`config.mk`:
```
export PLATFORM = sky130hd
export DESIGN_NAME = tcsr_regs
export DESIGN_NICKNAME = d
export VERILOG_FILES = /design/src/verilog/tcsr_pkg.sv /design/src/verilog/tcsr_regs.sv
export SDC_FILE = /design/constraint.sdc
export NUM_CORES = 1
export LEC_CHECK = 0
export BUFFER_PORTS_ARGS = -buffer_cell sky130_fd_sc_hd__buf_2
export CAP_MARGIN = 20
export CORE_MARGIN = 4
export CORE_UTILIZATION = 43
export DETAILED_ROUTE_END_ITERATION = 10
export GPL_TIMING_DRIVEN = 0
export HOLD_SLACK_MARGIN = 0.15
export MAX_ROUTING_LAYER = met4
export PLACE_DENSITY = 0.8
export SLEW_MARGIN = 20
export SYNTH_ARGS = -nofsm -noshare
export SYNTH_HDL_FRONTEND = slang
export SYNTH_SLANG_ARGS = --single-unit
```
`constraint.sdc`:
```
create_clock -name ref_clk_i -period 2.53 [get_ports ref_clk_i]
set_clock_uncertainty 0.05 [all_clocks]
set_input_delay 0.506 -clock ref_clk_i [delete_from_list [all_inputs] [get_ports ref_clk_i]]
set_output_delay 0.506 -clock ref_clk_i [all_outputs]
set_load 0.03 [all_outputs]
```
`src/verilog/tcsr_pkg.sv`:
```
// Package: offsets, fields, reset values and carriers of the test registers
package tcsr_pkg;

  // ----------------------------------------------------------------
  // Port addresses
  // ----------------------------------------------------------------
  localparam logic [15:0] TCSR_TEST_ENABLE_ADDR = 16'hA872;
  localparam logic [15:0] TCSR_TEST_STATUS_ADDR = 16'hDC72;

  // ----------------------------------------------------------------
  // Test enable fields
  // ----------------------------------------------------------------
  localparam int unsigned  TCSR_LVL_EN_BIT   = 0;
  localparam int unsigned  TCSR_FA_DIS_BIT   = 1;
  localparam int unsigned  TCSR_PLD_EN_BIT   = 2;
  localparam int unsigned  TCSR_EN_RW_MSB    = 9;
  localparam logic [9:0]   TCSR_EN_RST       = 10'h000;
  localparam logic [5:0]   TCSR_EN_RO_VAL    = 6'h00;

  // ----------------------------------------------------------------
  // Output buffer strength codes
  // ----------------------------------------------------------------
  localparam logic [1:0]   TCSR_STR_LOW      = 2'h0;
  localparam logic [1:0]   TCSR_STR_INVALID  = 2'h1;
  localparam logic [1:0]   TCSR_STR_MEDIUM   = 2'h2;
  localparam logic [1:0]   TCSR_STR_FULL     = 2'h3;
  localparam logic [15:0]  TCSR_UNMAPPED_VAL = 16'h0000;

  // ----------------------------------------------------------------
  // Carriers
  // ----------------------------------------------------------------
  typedef struct packed {
    logic       cal_done;
    logic       medium_strength_flag;
    logic       slow_strength_flag;
    logic [6:0] delay_test_nodes;
    logic [4:0] buffer_test_nodes;
    logic       buffer_check_node;
  } tcsr_status_type;

  typedef struct packed {
    logic        rd;
    logic        wr;
    logic [15:0] addr;
    logic [15:0] wdata;
  } tcsr_io_req_type;

endpackage

```
`src/verilog/tcsr_regs.sv`:
```
// Test enable control and test status report registers
//
// Behaviour
// With pulldown_enable set, pulldowns on address 23..0 and data 15..0 are on in power down.
// With first_access_page_disable set, first-access page cycles are replaced by page-miss cycles.
// With level_interrupt_enable clear, the edge/level select bit has no effect and edges are used.
// With level_interrupt_enable set, the edge/level select bit picks edge or level sensing.
// The test status report is a read-only 16-bit register at DC72H with no reset value.
// Status bit 15 shows whether delay line calibration has completed.
// Status bits 14 and 13 show the output buffer strength code, 01 being invalid.
// Status bits 12-06, 05-01 and 00 show internal test nodes.
// Writes to the test status report are ignored.
`timescale 1ns/1ps
`default_nettype none

module tcsr_regs
  import tcsr_pkg::*;
(
  input  wire logic            ref_clk_i,
  input  wire logic            srst_i,
  input  wire logic            io_rd_i,
  input  wire logic            io_wr_i,
  input  wire logic [15:0]     io_addr_i,
  input  wire logic [15:0]     io_wdata_i,
  output logic      [15:0]     io_rdata_o,
  output logic                 io_rdata_valid_o,
  input  wire logic            cpu_power_down_i,
  input  wire logic            full_power_down_i,
  input  wire logic            first_access_req_i,
  input  wire logic            edge_level_select_i,
  input  wire tcsr_status_type status_nodes_i,
  output logic      [23:0]     addr_pulldown_en_o,
  output logic      [15:0]     data_pulldown_en_o,
  output logic                 first_access_grant_o,
  output logic                 page_miss_force_o,
  output logic                 level_sense_mode_o,
  output logic                 strength_invalid_o
);

  // ----------------------------------------------------------------
  // Bus decode
  // ----------------------------------------------------------------
  tcsr_io_req_type req;
  logic [9:0]      test_enable_ff;
  logic [9:0]      nxt_test_enable;
  tcsr_status_type status_ff;
  logic [15:0]     rdata_ff;
  logic [15:0]     nxt_rdata;
  logic            rvalid_ff;
  logic [23:0]     addr_pd_ff;
  logic [15:0]     data_pd_ff;
  logic            fa_grant_ff;
  logic            miss_force_ff;
  logic            lvl_mode_ff;
  logic            str_inv_ff;

  wire hit_enable  = (req.addr == TCSR_TEST_ENABLE_ADDR);
  wire hit_status  = (req.addr == TCSR_TEST_STATUS_ADDR);
  wire wr_enable   = req.wr && hit_enable;
  wire pld_en      = test_enable_ff[TCSR_PLD_EN_BIT];
  wire fa_dis      = test_enable_ff[TCSR_FA_DIS_BIT];
  wire lvl_en      = test_enable_ff[TCSR_LVL_EN_BIT];
  wire power_down  = cpu_power_down_i || full_power_down_i;
  wire pd_on       = pld_en && power_down;
  wire grant_next  = first_access_req_i && !fa_dis;
  wire miss_next   = first_access_req_i && fa_dis;
  wire lvl_next    = lvl_en && edge_level_select_i;
  wire [1:0] str_code = {status_ff.medium_strength_flag, status_ff.slow_strength_flag};

  assign req.rd    = io_rd_i;
  assign req.wr    = io_wr_i;
  assign req.addr  = io_addr_i;
  assign req.wdata = io_wdata_i;

  assign nxt_test_enable = wr_enable ? req.wdata[TCSR_EN_RW_MSB:0] : test_enable_ff;
  assign nxt_rdata = hit_enable ? {TCSR_EN_RO_VAL, test_enable_ff} :
                     hit_status ? status_ff :
                     TCSR_UNMAPPED_VAL;

  // ----------------------------------------------------------------
  // Test enable control
  // ----------------------------------------------------------------
  always_ff @(posedge ref_clk_i) begin
    if (srst_i) begin
      test_enable_ff <= TCSR_EN_RST;
    end else begin
      test_enable_ff <= nxt_test_enable;
    end
  end

  // ----------------------------------------------------------------
  // Test status report, sampled every cycle, not reset
  // ----------------------------------------------------------------
  always_ff @(posedge ref_clk_i) begin
    status_ff <= status_nodes_i;
  end

  // ----------------------------------------------------------------
  // Read return
  // ----------------------------------------------------------------
  always_ff @(posedge ref_clk_i) begin
    if (srst_i) begin
      rdata_ff  <= 16'h0000;
      rvalid_ff <= 1'b0;
    end else begin
      rvalid_ff <= req.rd;
      if (req.rd) begin
        rdata_ff <= nxt_rdata;
      end
    end
  end

  // ----------------------------------------------------------------
  // Control outputs
  // ----------------------------------------------------------------
  always_ff @(posedge ref_clk_i) begin
    if (srst_i) begin
      addr_pd_ff    <= 24'h000000;
      data_pd_ff    <= 16'h0000;
      fa_grant_ff   <= 1'b0;
      miss_force_ff <= 1'b0;
      lvl_mode_ff   <= 1'b0;
      str_inv_ff    <= 1'b0;
    end else begin
      addr_pd_ff    <= {24{pd_on}};
      data_pd_ff    <= {16{pd_on}};
      fa_grant_ff   <= grant_next;
      miss_force_ff <= miss_next;
      lvl_mode_ff   <= lvl_next;
      str_inv_ff    <= (str_code == TCSR_STR_INVALID);
    end
  end

  assign io_rdata_o           = rdata_ff;
  assign io_rdata_valid_o     = rvalid_ff;
  assign addr_pulldown_en_o   = addr_pd_ff;
  assign data_pulldown_en_o   = data_pd_ff;
  assign first_access_grant_o = fa_grant_ff;
  assign page_miss_force_o    = miss_force_ff;
  assign level_sense_mode_o   = lvl_mode_ff;
  assign strength_invalid_o   = str_inv_ff;
endmodule // tcsr_regs

`default_nettype wire

```
Yosys cells after proc, flatten, opt, wreduce, memory -nomap -nowiden
Index checks and enable logic that the tools add are counted.
W data, S select, Z words.

storage, ports and cells
  register bits after elaboration = 49
  logic and storage cells = 27
  input bits = 56
  output and inout port bits = 61

cells by class
  multiplexer cells = 2
  eq/ne operators = 3
  reduce and logical (&&, ||, !) cells = 7

operator list
  operator                count
  $eq A16 B16 Y1 const B  2
  $mux W16                2
  $logic_and A1 B1 Y1     5
  $eq A2 B1 Y1 const B    1
  $logic_not A1 Y1        1
  $logic_or A1 B1 Y1      1

Longest topological paths before layout
Gate-level depths: netlist of run 1.

  depth after elaboration = 3
  depth in mapped cells = 5
  gate-level depth less buffers = 4

Least setup slack after synthesis of run 1
Ideal clock, no wire load.

  path type = input to register
  start = input port io_addr_i[7]
  end = register test_enable_ff[7]
  library setup time = 0.137 ns
  path slack = 0.456 ns
  stages on the path = 5
  arrival = 1.887 ns
  required time = 2.343 ns
  buffers on the path = 1
  cell sequence = or4b_4 > or4_1 > buf_2 > o21ai_1 > a21oi_1

on the way
  cells in the longest elaborated chain, start to end = 2

RTL lines
  what                    RTL line         text
  start: declaration      tcsr_regs.sv:23  input wire logic [15:0] io_addr_i,
  $eq A16 B16 Y1          tcsr_regs.sv:57  wire hit_enable = (req.addr == TCSR_TEST_ENABLE_ADDR);
  $logic_and A1 B1 Y1     tcsr_regs.sv:59  wire wr_enable = req.wr && hit_enable;
  end signal: assignment  tcsr_regs.sv:87  test_enable_ff <= nxt_test_enable;
  end: declaration        tcsr_regs.sv:44  logic [9:0] test_enable_ff;

No other way between the ends.
A chain may end at the register's enable or synchronous reset.

Final worst setup path of run 1
  start = input port io_addr_i[7]
  end = register rdata_ff[0] (netlist: io_rdata_o[0])

on the way
  cells in the longest elaborated chain, start to end = 3
  elaborated cells on any way between the ends = 4
  classes of those cells = 2 x eq/ne; 2 x mux

RTL lines
  what                    RTL line          text
  $eq A16 B16 Y1          tcsr_regs.sv:58   wire hit_status = (req.addr == TCSR_TEST_STATUS_ADDR);
  $mux W16                tcsr_regs.sv:77   hit_status ? status_ff :
  $mux W16 (*)            tcsr_regs.sv:76   assign nxt_rdata = hit_enable ? {TCSR_EN_RO_VAL, test_enable_ff} :
  end signal: assignment  tcsr_regs.sv:108  rdata_ff <= nxt_rdata;
  end: declaration        tcsr_regs.sv:47   logic [15:0] rdata_ff;

Mark *: on every way between the ends. The rest lies on a longest branch, timed or not.

==> results of run 1 <==
## power by group
part	internal, mW	switching (mW)	total, mW	leakage [nW]
clock	0.221	0.254	0.476	0.0434
combinational	0.0476	0.0680	0.116	0.890
sequential	0.778	0.00801	0.786	0.396
total	1.05	0.330	1.38	1.33
## cell type report
cell class | count | area (sq um) | area share, %
inverter | 1 | 3.754 | 0.1412
multi-input combinational | 95 | 639.4 | 24.05
sequential | 48 | 962.2 | 36.19
timing repair buffer | 110 | 550.5 | 20.71
clock inverter | 2 | 15.01 | 0.5647
tap | 52 | 65.06 | 2.447
clock buffer | 6 | 82.58 | 3.106
buffer | 49 | 340.3 | 12.80
## stage by stage
stage	cells	power, mW	setup slack [ns]	hold WS (ns)
global route	363	1.430	0.3339	0.2327
global placement	355	0.9189	0.2015	0.3615
finish	363	1.378	0.4646	0.2424
floorplan	193	0.8599	0.4560	0.3487
CTS	363	1.393	0.1092	0.2363
detailed placement	355	0.9211	0.1381	0.3693
## logic make-up (layout without fill, tap and decap cells)
kind of cell / count (synthesis) / in the layout / synth area share (%)
compound gates: 46 / 46 / 16.47
buf+inv: 50 / 168 / 17.70
simple gates: 49 / 49 / 16.41
flops: 48 / 48 / 49.42
## Yosys cell counts
cell and instances:
a211oi_1 6, a211oi_2 4, a21oi_1 16, a22oi_1 6
a22oi_2 4, and3b_1 1, buf_1 1, buf_2 2
buf_4 39, buf_6 1, clkbuf_1 6, dfxtp_1 48
inv_1 1, nand2_1 1, nand2b_1 6, nand3_1 16
nand4b_1 2, nand4bb_1 1, nor2_1 12, nor2b_1 1
nor3b_1 3, nor4_2 1, nor4_4 2, o21ai_1 10
or4_1 1, or4b_1 1, or4b_4 1
## registers in the layout, indices dropped and copies added, names as in the netlist
register	flops
page_miss_force_o	1
test_enable_ff	10
data_pulldown_en_o	1
status_ff	16
level_sense_mode_o	1
strength_invalid_o	1
io_rdata_valid_o	1
io_rdata_o	16
first_access_grant_o	1
## worst paths after layout
check | startpoint | endpoint | slack [ns] | cells after the start
setup / recovery | io_addr_i[7] | io_rdata_o[0] | 0.46 | 5
hold / removal | status_nodes_i[15] | status_ff[15] | 0.24 | 1
setup reg to reg | test_enable_ff[1] | io_rdata_o[1] | 1.65 | 2
hold reg to reg | status_ff[14] | strength_invalid_o | 0.38 | 1
## metal layers
layer,global-route usage (%),vias up,wire length (um)
met5,-,-,0
met4,7.379,0,98
met3,4.806,8,583
met2,28.53,87,2268
met1,18.95,758,1743
li1,-,874,-
## worst reg2reg max path: stages (launching register included)
cell and delay (ns):
dfxtp_1 0.39, a22oi_1 0.10, a211oi_1 0.26
==> metrics, run 1 <==
unrepaired setup endpoints after global routing no; Layout fillers 387; peak supply drop about 0.00044 V; top post-synthesis cells by area dfxtp_1, buf_4, a21oi_1, nand3_1, a211oi_2; Crit-path slowest cell nor4_4; vias in the first global route 1,541; Vias/cell approximately 4.8; vias between 1,500 and 2,000; Worst Path Arrival 2.23 ns; share of cells above drive strength 1 about 56%; WS Path Type in -> reg; detailed-route wire length 4.693 mm; Post-CTS Repair Setup Buffers 0; CORE AREA approximately 4400 sq um; Fmax just under 0.5 GHz; Synth Net Count 249; synthesized area between 1500 and 2000 sq um; Tot GR Track Use between 10% and 20%; flops & latches, synth 48; fin crit period around 2.1 ns; Clk Latency, worst-skew pair 0.30 ns; Ports 117; first-pass GRT wire length about 7 mm; yosys warns 0; max-slew violation count 0; IO Port Bufs 110; Hold Path Class in -> reg; synthesis-to-finish area growth 36.74%; commonest non-fill, non-tap cell in the layout buf_2; detailed placement HPWL roughly 3.6 mm; CTS buffer count 5; Netlist cell types 27; Antenna Nets Post-Route 0; Synth top area share 49.42%; CTS resizes 0; grt total ovfl 0; CTS Sinks 48; CP peak stage delay around 0.59 ns; pwr dens 518.2 nW/um^2; Ant. Diodes 0; crit path buf inv count 1; area leader, netlist dfxtp_1; CTS clk-pin slew, worst paths roughly 0.090 ns; Placed Area around 2600 sq um; Starting Density between 40% and 50%; Clk Tree Root Cell clkbuf_8; routed len/inst approximately 13 um; htree depth 2; Final Cell Area 2659 sq um; Max Buffers Root-to-Sink 2; Post-layout nets 366; Mean Syn Cell Area 10.07 sq um; Final Core Density 61.06%; Mapped Cells 193; # hold bufs at CTS 0; Hold Violations, Final 0; num rows 24; setup total negative slack 0 ns; Max-Cap Viols 0; Cell Chain, Critical Path buf_2, or4b_4, nor4_4, a22oi_1, a211oi_1; largest net degree at the start of global routing just over 40; Die X between 70 and 80 um; register area share after synthesis approximately half; Vert. Die Dim around 75 um; Max-slew headroom a little under three fifths; final setup vio count 0; Detailed Routing Iterations Pass 1 4; die footprint ~5700 sq um; Residual DRC 0; Worst EP required between 2 and 3 ns; outcome finished clean; RePlAce Congestion 0.7676; crit share post-route a little over 80%; CTS tree built; Detailed Route Iter0 Violations 70; Crit. End Element flop; Lkg Pwr roughly 1.3 nW; commonest non-fill, non-tap cells in the layout buf_2, dfxtp_1, buf_4, nand3_1, a21oi_1; initial antenna violation count 0; worst slew pin tran ~0.66 ns; critical path startpoint category input port; Worst path top cell family by delay simple AND/OR/NAND/NOR gates; CP max FO 8
Note: power is estimated with default switching activity, not from simulation.
==> run 2: changes to the inputs <==
--- a/config.mk
+++ b/config.mk
@@ -5,15 +5,16 @@
 export SDC_FILE = /design/constraint.sdc
 export NUM_CORES = 1
 export LEC_CHECK = 0
+export ABC_AREA = 1
 export BUFFER_PORTS_ARGS = -buffer_cell sky130_fd_sc_hd__buf_2
 export CAP_MARGIN = 20
 export CORE_MARGIN = 4
-export CORE_UTILIZATION = 43
+export CORE_UTILIZATION = 40
 export DETAILED_ROUTE_END_ITERATION = 10
 export GPL_TIMING_DRIVEN = 0
 export HOLD_SLACK_MARGIN = 0.15
 export MAX_ROUTING_LAYER = met4
-export PLACE_DENSITY = 0.8
+export PLACE_DENSITY = 0.76
 export SLEW_MARGIN = 20
 export SYNTH_ARGS = -nofsm -noshare
 export SYNTH_HDL_FRONTEND = slang
==> constraint.sdc (replaced) <==
create_clock -name ref_clk_i -period 1.8 [get_ports ref_clk_i]
set_clock_uncertainty 0.05 [all_clocks]
set_input_delay 0.36 -clock ref_clk_i [delete_from_list [all_inputs] [get_ports ref_clk_i]]
set_output_delay 0.36 -clock ref_clk_i [all_outputs]
set_load 0.03 [all_outputs]
==> run 2 against run 1 <==
Clock power is 38% higher. Routed wire length increased by 8.1%. Hold slack worse by 0.011 ns. Worst setup slack worse by 0.30 ns. Final cell count rose by 41%. Flip-flop and latch count unchanged. Non-clock buffer count rose by 15. Total power is 46% higher. Register-to-register slack worse by 0.63 ns.
==> metrics, run 2 <==
worst slew pin tran 0.4379 ns (-0.2224 ns); post-layout power 2.007 mW (+46%); CTS buffer count 5 (unchanged); Fmax 0.6128 GHz; Post-CTS Repair Setup Buffers 0 (unchanged); Lkg Pwr 1.806 nW (+36%); most common cell in the netlist nor2_1; sequential share of power 55.5% (-1.6 points); vias 2,117 (+23%); max-slew violation count 0 (unchanged); final setup vio count 0 (unchanged); Clk Tree Root Cell clkbuf_8; Hold WS 0.2315 ns (-0.01091 ns); sw frac 24.55% (+0.57 points); Vias/cell 4.135 (-13%); Synth top area share 44.34% (-5.1 points); Primary FF master, synth dfxtp_1; unrepaired setup endpoints after global routing no; Post-layout nets 497 (+36%); Crit. End Element primary output; first-pass GRT wire length 8.293 mm (+19%); vias in the first global route 1,964 (+27%); Worst Path Arrival 1.22 ns (-1.01 ns); area leader, netlist dfxtp_1; routed len/inst 9.912 um (-23%); initial antenna violation count 0 (unchanged); Max Buffers Root-to-Sink 2 (unchanged); synthesis-to-finish area growth 41.51%; CTS clk-pin slew, worst paths 0.09 ns (about the same); Worst EP required 1.39 ns (-1.30 ns); flops & latches, synth 48 (unchanged); detailed-route wire length 5.075 mm (+8.1%); Cell Chain, Critical Path buf_4, buf_2; detailed placement HPWL 3.920 mm (+9.9%); Detailed Routing Iterations Pass 1 4 (unchanged); Post-synth top cells nor2_1, nand2_1, dfxtp_1, buf_4, inv_1; IO Port Bufs 110 (unchanged); pwr dens 654.3 nW/um^2 (+26%); commonest non-fill, non-tap cells in the layout buf_2, nor2_1, nand2_1, dfxtp_1, buf_4; Netlist cell types 16 (-41%); Pint 1.514 mW (+45%); Residual DRC 0 (unchanged); CP peak stage delay 0.57 ns (-0.02 ns); crit share post-route about nine tenths; Die X 81.61 um (+8.5%); Hold Violations, Final 0 (unchanged); Starting Density 41.90% (-2.8 points); fin crit period ~1.6 ns; critical path startpoint category flop; Synth Net Count 364 (+46%); commonest non-fill, non-tap cell in the layout buf_2; CP max FO 40 (+32); yosys warns 0 (unchanged); Max-Cap Viols 0 (unchanged); grt total ovfl 0 (unchanged); Clk Latency, worst-skew pair 0.29 ns (about the same); WS Path Type reg -> out; top post-synthesis cells by area dfxtp_1, buf_4, nor2_1, nand2_1, inv_1; Max-slew headroom 70.81% (+15 points); Mean Syn Cell Area 7.036 sq um (-30%); CTS Sinks 48 (unchanged); synthesized area 2167 sq um (+11%); switching pwr 492.7 uW (+49%); register area share after synthesis 44.34% (-5.1 points); largest net degree at the start of global routing 41 (unchanged); CORE AREA 5172 sq um (+19%); num rows 26 (+8.3%); RePlAce Congestion 0.7627 (-0.64%); number of flops mapped to enable cells by yosys 0 (unchanged); Tot GR Track Use 16.36% (-0.70 points); Crit-path slowest cell dfxtp_4; share of cells above drive strength 1 38.01% (-18 points); Comb power frac 11.7% (+3.3 points); Hold Path Class in -> reg; peak supply drop 0.0004405 V (about the same); Mapped Cells 308 (+60%); CTS tree built; Antenna Nets Post-Route 0 (unchanged); setup total negative slack 0 ns (unchanged); Vert. Die Dim 81.61 um (+8.5%); die footprint 6659 sq um (+18%); Detailed Route Iter0 Violations 50 (-29%); Worst path top cell family by delay flip-flops; clock share of power 32.8% (-1.7 points); Ant. Diodes 0 (unchanged); Post-synth ARST share 0% (unchanged); htree depth 2 (unchanged); outcome finished clean; crit path buf inv count 2 (+1); Ports 117 (unchanged)
[run 2: cell types whose count changed after synthesis, sizes merged, moves of 3 or more]
cell,change
a211oi,-10
a21oi,-10
a22oi,-10
inv,+34
nand2,+63
nand2b,-6
nand3,-4
nor2,+62
nor3,+4
nor3b,-3
nor4,-3
o21ai,+6
[run 2: path summary, 6_finish.rpt]
kind / from / endpoint / slack, ns / cells after the start
max: data_pulldown_en_o[0] / addr_pulldown_en_o[23] / 0.17 / 2
min reg2reg: status_ff[14] / strength_invalid_o / 0.39 / 1
min: io_wdata_i[0] / test_enable_ff[0] / 0.23 / 3
max reg2reg: test_enable_ff[6] / io_rdata_o[6] / 1.02 / 4
[run 2: final cells by class]
class	instances	area [sq um]
plain buffers	48	342.8
clock buffers	6	82.58
clock inverters	2	15.01
fillers	481	2106
inverters	35	131.4
multi-input cells	177	732.0
flip-flops and latches	48	964.7
well taps	70	87.58
repair buffers	126	710.7
[run 2: worst register-to-register path: cells and delay by family (launching register included)]
| family | cells | cell delay, ns |
|---|---|---|
| DFF | 1 | 0.32 |
| and+or+nand+nor | 4 | 0.31 |
[run 2: through the flow]
step | worst slack (ns) | cell area, sq um | util (%) | instances
finish | 0.1682 | 3067 | 59.29 | 512
global route | 0.07852 | 3067 | 59.29 | 512
floorplan | 0.3923 | 2168 | - | 308
CTS | 0.1408 | 3067 | 59.29 | 512
global placement | 0.3287 | 2806 | 54.26 | 488
detailed placement | 0.2646 | 2806 | 54.26 | 488
[run 2: power by group through the flow]
stage                     clock network, mW  registers, mW  logic, mW
final                                 0.658           1.11      0.235
after global routing                  0.725           1.12      0.264
after CTS                             0.677           1.11      0.236
after detailed placement                  0           1.14      0.208
after global placement                    0           1.14      0.203
after floorplan                           0           1.18     0.0698
[run 2: per-layer routing]
| metal | wire, um | vias up | GRT usage, % |
|---|---|---|---|
| met4 | 130 | 0 | 7.143 |
| li1 | - | 1151 | - |
| met5 | 0 | - | - |
| met3 | 540 | 14 | 3.947 |
| met1 | 2137 | 855 | 18.10 |
| met2 | 2266 | 97 | 28.01 |
[run 2: repair_timing]
| action | in CTS | in global routing |
|---|---|---|
| hold endpoints to repair | 16 | 0 |
| resized for setup | 1 | 0 |
| setup endpoints to repair | 39 | 0 |
| hold buffers | 16 | 0 |
[run 2: kinds of logic after synthesis]
| group | share of synthesized area [%] |
|---|---|
| simple gates | 28.70 |
| flops | 44.34 |
| buf+inv | 21.88 |
| compound gates | 5.081 |
==> run 3: changes to the inputs <==
--- a/config.mk
+++ b/config.mk
@@ -6,15 +6,15 @@
 export NUM_CORES = 1
 export LEC_CHECK = 0
 export ABC_AREA = 1
-export BUFFER_PORTS_ARGS = -buffer_cell sky130_fd_sc_hd__buf_2
 export CAP_MARGIN = 20
 export CORE_MARGIN = 4
-export CORE_UTILIZATION = 40
+export CORE_UTILIZATION = 56
 export DETAILED_ROUTE_END_ITERATION = 10
+export DONT_BUFFER_PORTS = 1
 export GPL_TIMING_DRIVEN = 0
 export HOLD_SLACK_MARGIN = 0.15
 export MAX_ROUTING_LAYER = met4
-export PLACE_DENSITY = 0.76
+export PLACE_DENSITY = 0.74
 export SLEW_MARGIN = 20
 export SYNTH_ARGS = -nofsm -noshare
 export SYNTH_HDL_FRONTEND = slang
==> run 3 against run 2 <==
Final cell count fell by 24%. Routed wire length fell by 5.0%. Utilization rose by 11 points. Global-route usage rose by 4.9 points. Hold slack got worse by 0.074 ns. Clock-buffer cell count rose by 1. Critical endpoint is now data_pulldown_en_o[3]. Design area fell by 16%.
==> metrics, run 3 (same netlist as run 2, synthesis figures left out) <==
htree depth 2 (unchanged); IO Port Bufs 0 (-100%); Detailed Route Iter0 Violations 62 (+24%); CP max FO 40 (unchanged); Lkg Pwr 1.329 nW (-26%); fin crit period 1.562 ns (-0.06969 ns); crit path buf inv count 1 (-1); Worst Path Arrival 1.15 ns (-0.07 ns); FF-to-FF End level_sense_mode_o; Hold Path Class in -> reg; Worst Hold Launch io_wdata_i[3]; CP peak stage delay 0.61 ns (+0.04 ns); worst slew pin tran 0.4499 ns (+0.01195 ns); commonest non-fill, non-tap cell in the layout nor2_1; detailed-route wire length 4.821 mm (-5.0%); peak supply drop 0.0005141 V (+17%); unrepaired setup endpoints after global routing no; Cell Chain, Critical Path buf_4; grt total ovfl 0 (unchanged); Tot GR Track Use 21.26% (+4.9 points); pwr dens 758.5 nW/um^2 (+16%); hold depth 2 (-1); CTS buffer count 5 (unchanged); Hold Violations, Final 0 (unchanged); Detailed Routing Iterations Pass 1 4 (unchanged); max-slew violation count 0 (unchanged); Ant. Diodes 0 (unchanged); Fmax 0.6402 GHz (+4.5%); Max-Cap Viols 0 (unchanged); detailed placement HPWL 3.513 mm (-10%); largest net degree at the start of global routing 41 (unchanged); initial antenna violation count 0 (unchanged); CTS tree built; routed len/inst 12.43 um (+25%); pre-CTS setup slack 0.3007 ns (+0.03614 ns); share of cells above drive strength 1 16.76% (-21 points); crit share post-route 86.78% (-3.9 points); R2R depth 3 (-1); Starting Density 58.75% (+17 points); Die X 70.21 um (-14%); critical path startpoint category flop; CORE AREA 3689 sq um (-29%); WS Path Type reg -> out; Max Buffers Root-to-Sink 2 (unchanged); Clk Latency, worst-skew pair 0.30 ns (about the same); first-pass GRT wire length 8.224 mm (-0.83%); outcome finished clean; synthesis-to-finish area growth 18.94%; Ports 117 (unchanged); Crit-path slowest cell dfxtp_4; Crit. End Element primary output; vias 1,825 (-14%); Reg2Reg Setup Slack 0.61 ns (-0.41 ns); post-layout power 1.955 mW (-2.6%); setup total negative slack 0 ns (unchanged); commonest non-fill, non-tap cells in the layout nor2_1, nand2_1, dfxtp_1, buf_4, inv_1; Vias/cell 4.704 (+14%); Post-layout nets 396 (-20%); final worst slack 0.2379 ns (+0.06969 ns); Worst path top cell family by delay flip-flops; Hold WS 0.1572 ns (-0.07428 ns); Residual DRC 0 (unchanged); worst flop-to-flop path startpoint test_enable_ff[0]; Antenna Nets Post-Route 0 (unchanged); die footprint 4929 sq um (-26%); Vert. Die Dim 70.21 um (-14%); CTS Sinks 48 (unchanged); RePlAce Congestion 0.7687 (+0.79%); final setup vio count 0 (unchanged); Worst EP required 1.39 ns (about the same); Clk Tree Root Cell clkbuf_8; Max-slew headroom 70.01% (-0.80 points); CTS clk-pin slew, worst paths 0.08 ns (about the same); hold endpoint test_enable_ff[3]; num rows 22 (-15%); vias in the first global route 1,765 (-10%)
[run 3: changes by cell type in the layout (fill, tap and decap cells not counted)]
| cell | delta |
|---|---|
| buf_2 | -110 |
| dlygate4sd3_1 | +9 |
| clkinvlp_4 | -2 |
| clkbuf_8 | +1 |
[run 3: worst max path at each step]
stage / startpoint / to / slack, ns / depth (start not counted)
2_1_floorplan: data_pulldown_en_o[0] / addr_pulldown_en_o[10] / 0.39 / 1
3_3_place_gp: data_pulldown_en_o[0] / addr_pulldown_en_o[19] / 0.33 / 1
3_5_place_dp: data_pulldown_en_o[0] / data_pulldown_en_o[2] / 0.30 / 1
4_1_cts: data_pulldown_en_o[0] / data_pulldown_en_o[2] / 0.21 / 1
5_1_grt: data_pulldown_en_o[0] / data_pulldown_en_o[10] / 0.14 / 1
6_report: data_pulldown_en_o[0] / data_pulldown_en_o[3] / 0.24 / 1
[run 3: routing by layer]
layer / track usage, % / wire length (um) / vias up
li1: - / - / 951
met1: 25.73 / 2013 / 764
met2: 32.42 / 2132 / 97
met3: 7.050 / 546 / 13
met4: 8.936 / 129 / 0
met5: - / 0 / -
[run 3: power breakdown]
part | internal (mW) | switching [mW]
logic | 0.0662 | 0.0620
registers | 1.10 | 0.0599
clock network | 0.342 | 0.326
[run 3: timing repair]
item | CTS | global route
hold endpoints to repair | 28 | 0
setup buffers | 0 | 0
hold buffers | 25 | 0
setup endpoints to repair | 39 | 0
resized for setup | 1 | 0
[run 3: per-stage QoR]
stage,util (%),std cells,area (sq um)
2_1_floorplan,-,308,2168
3_3_place_gp,60.41,356,2228
3_5_place_dp,60.41,356,2228
4_1_cts,69.88,388,2577
5_1_grt,69.88,388,2577
6_report,69.88,388,2577
[run 3: final cells by class]
| cell class | count | area (sq um) |
|---|---|---|
| Fill cell | 320 | 1111 |
| Sequential cell | 48 | 964.7 |
| Multi-Input combinational cell | 177 | 732.0 |
| Buffer | 48 | 342.8 |
| Timing Repair Buffer | 25 | 250.2 |
| Inverter | 35 | 131.4 |
| Clock buffer | 7 | 96.34 |
| Tap cell | 48 | 60.06 |
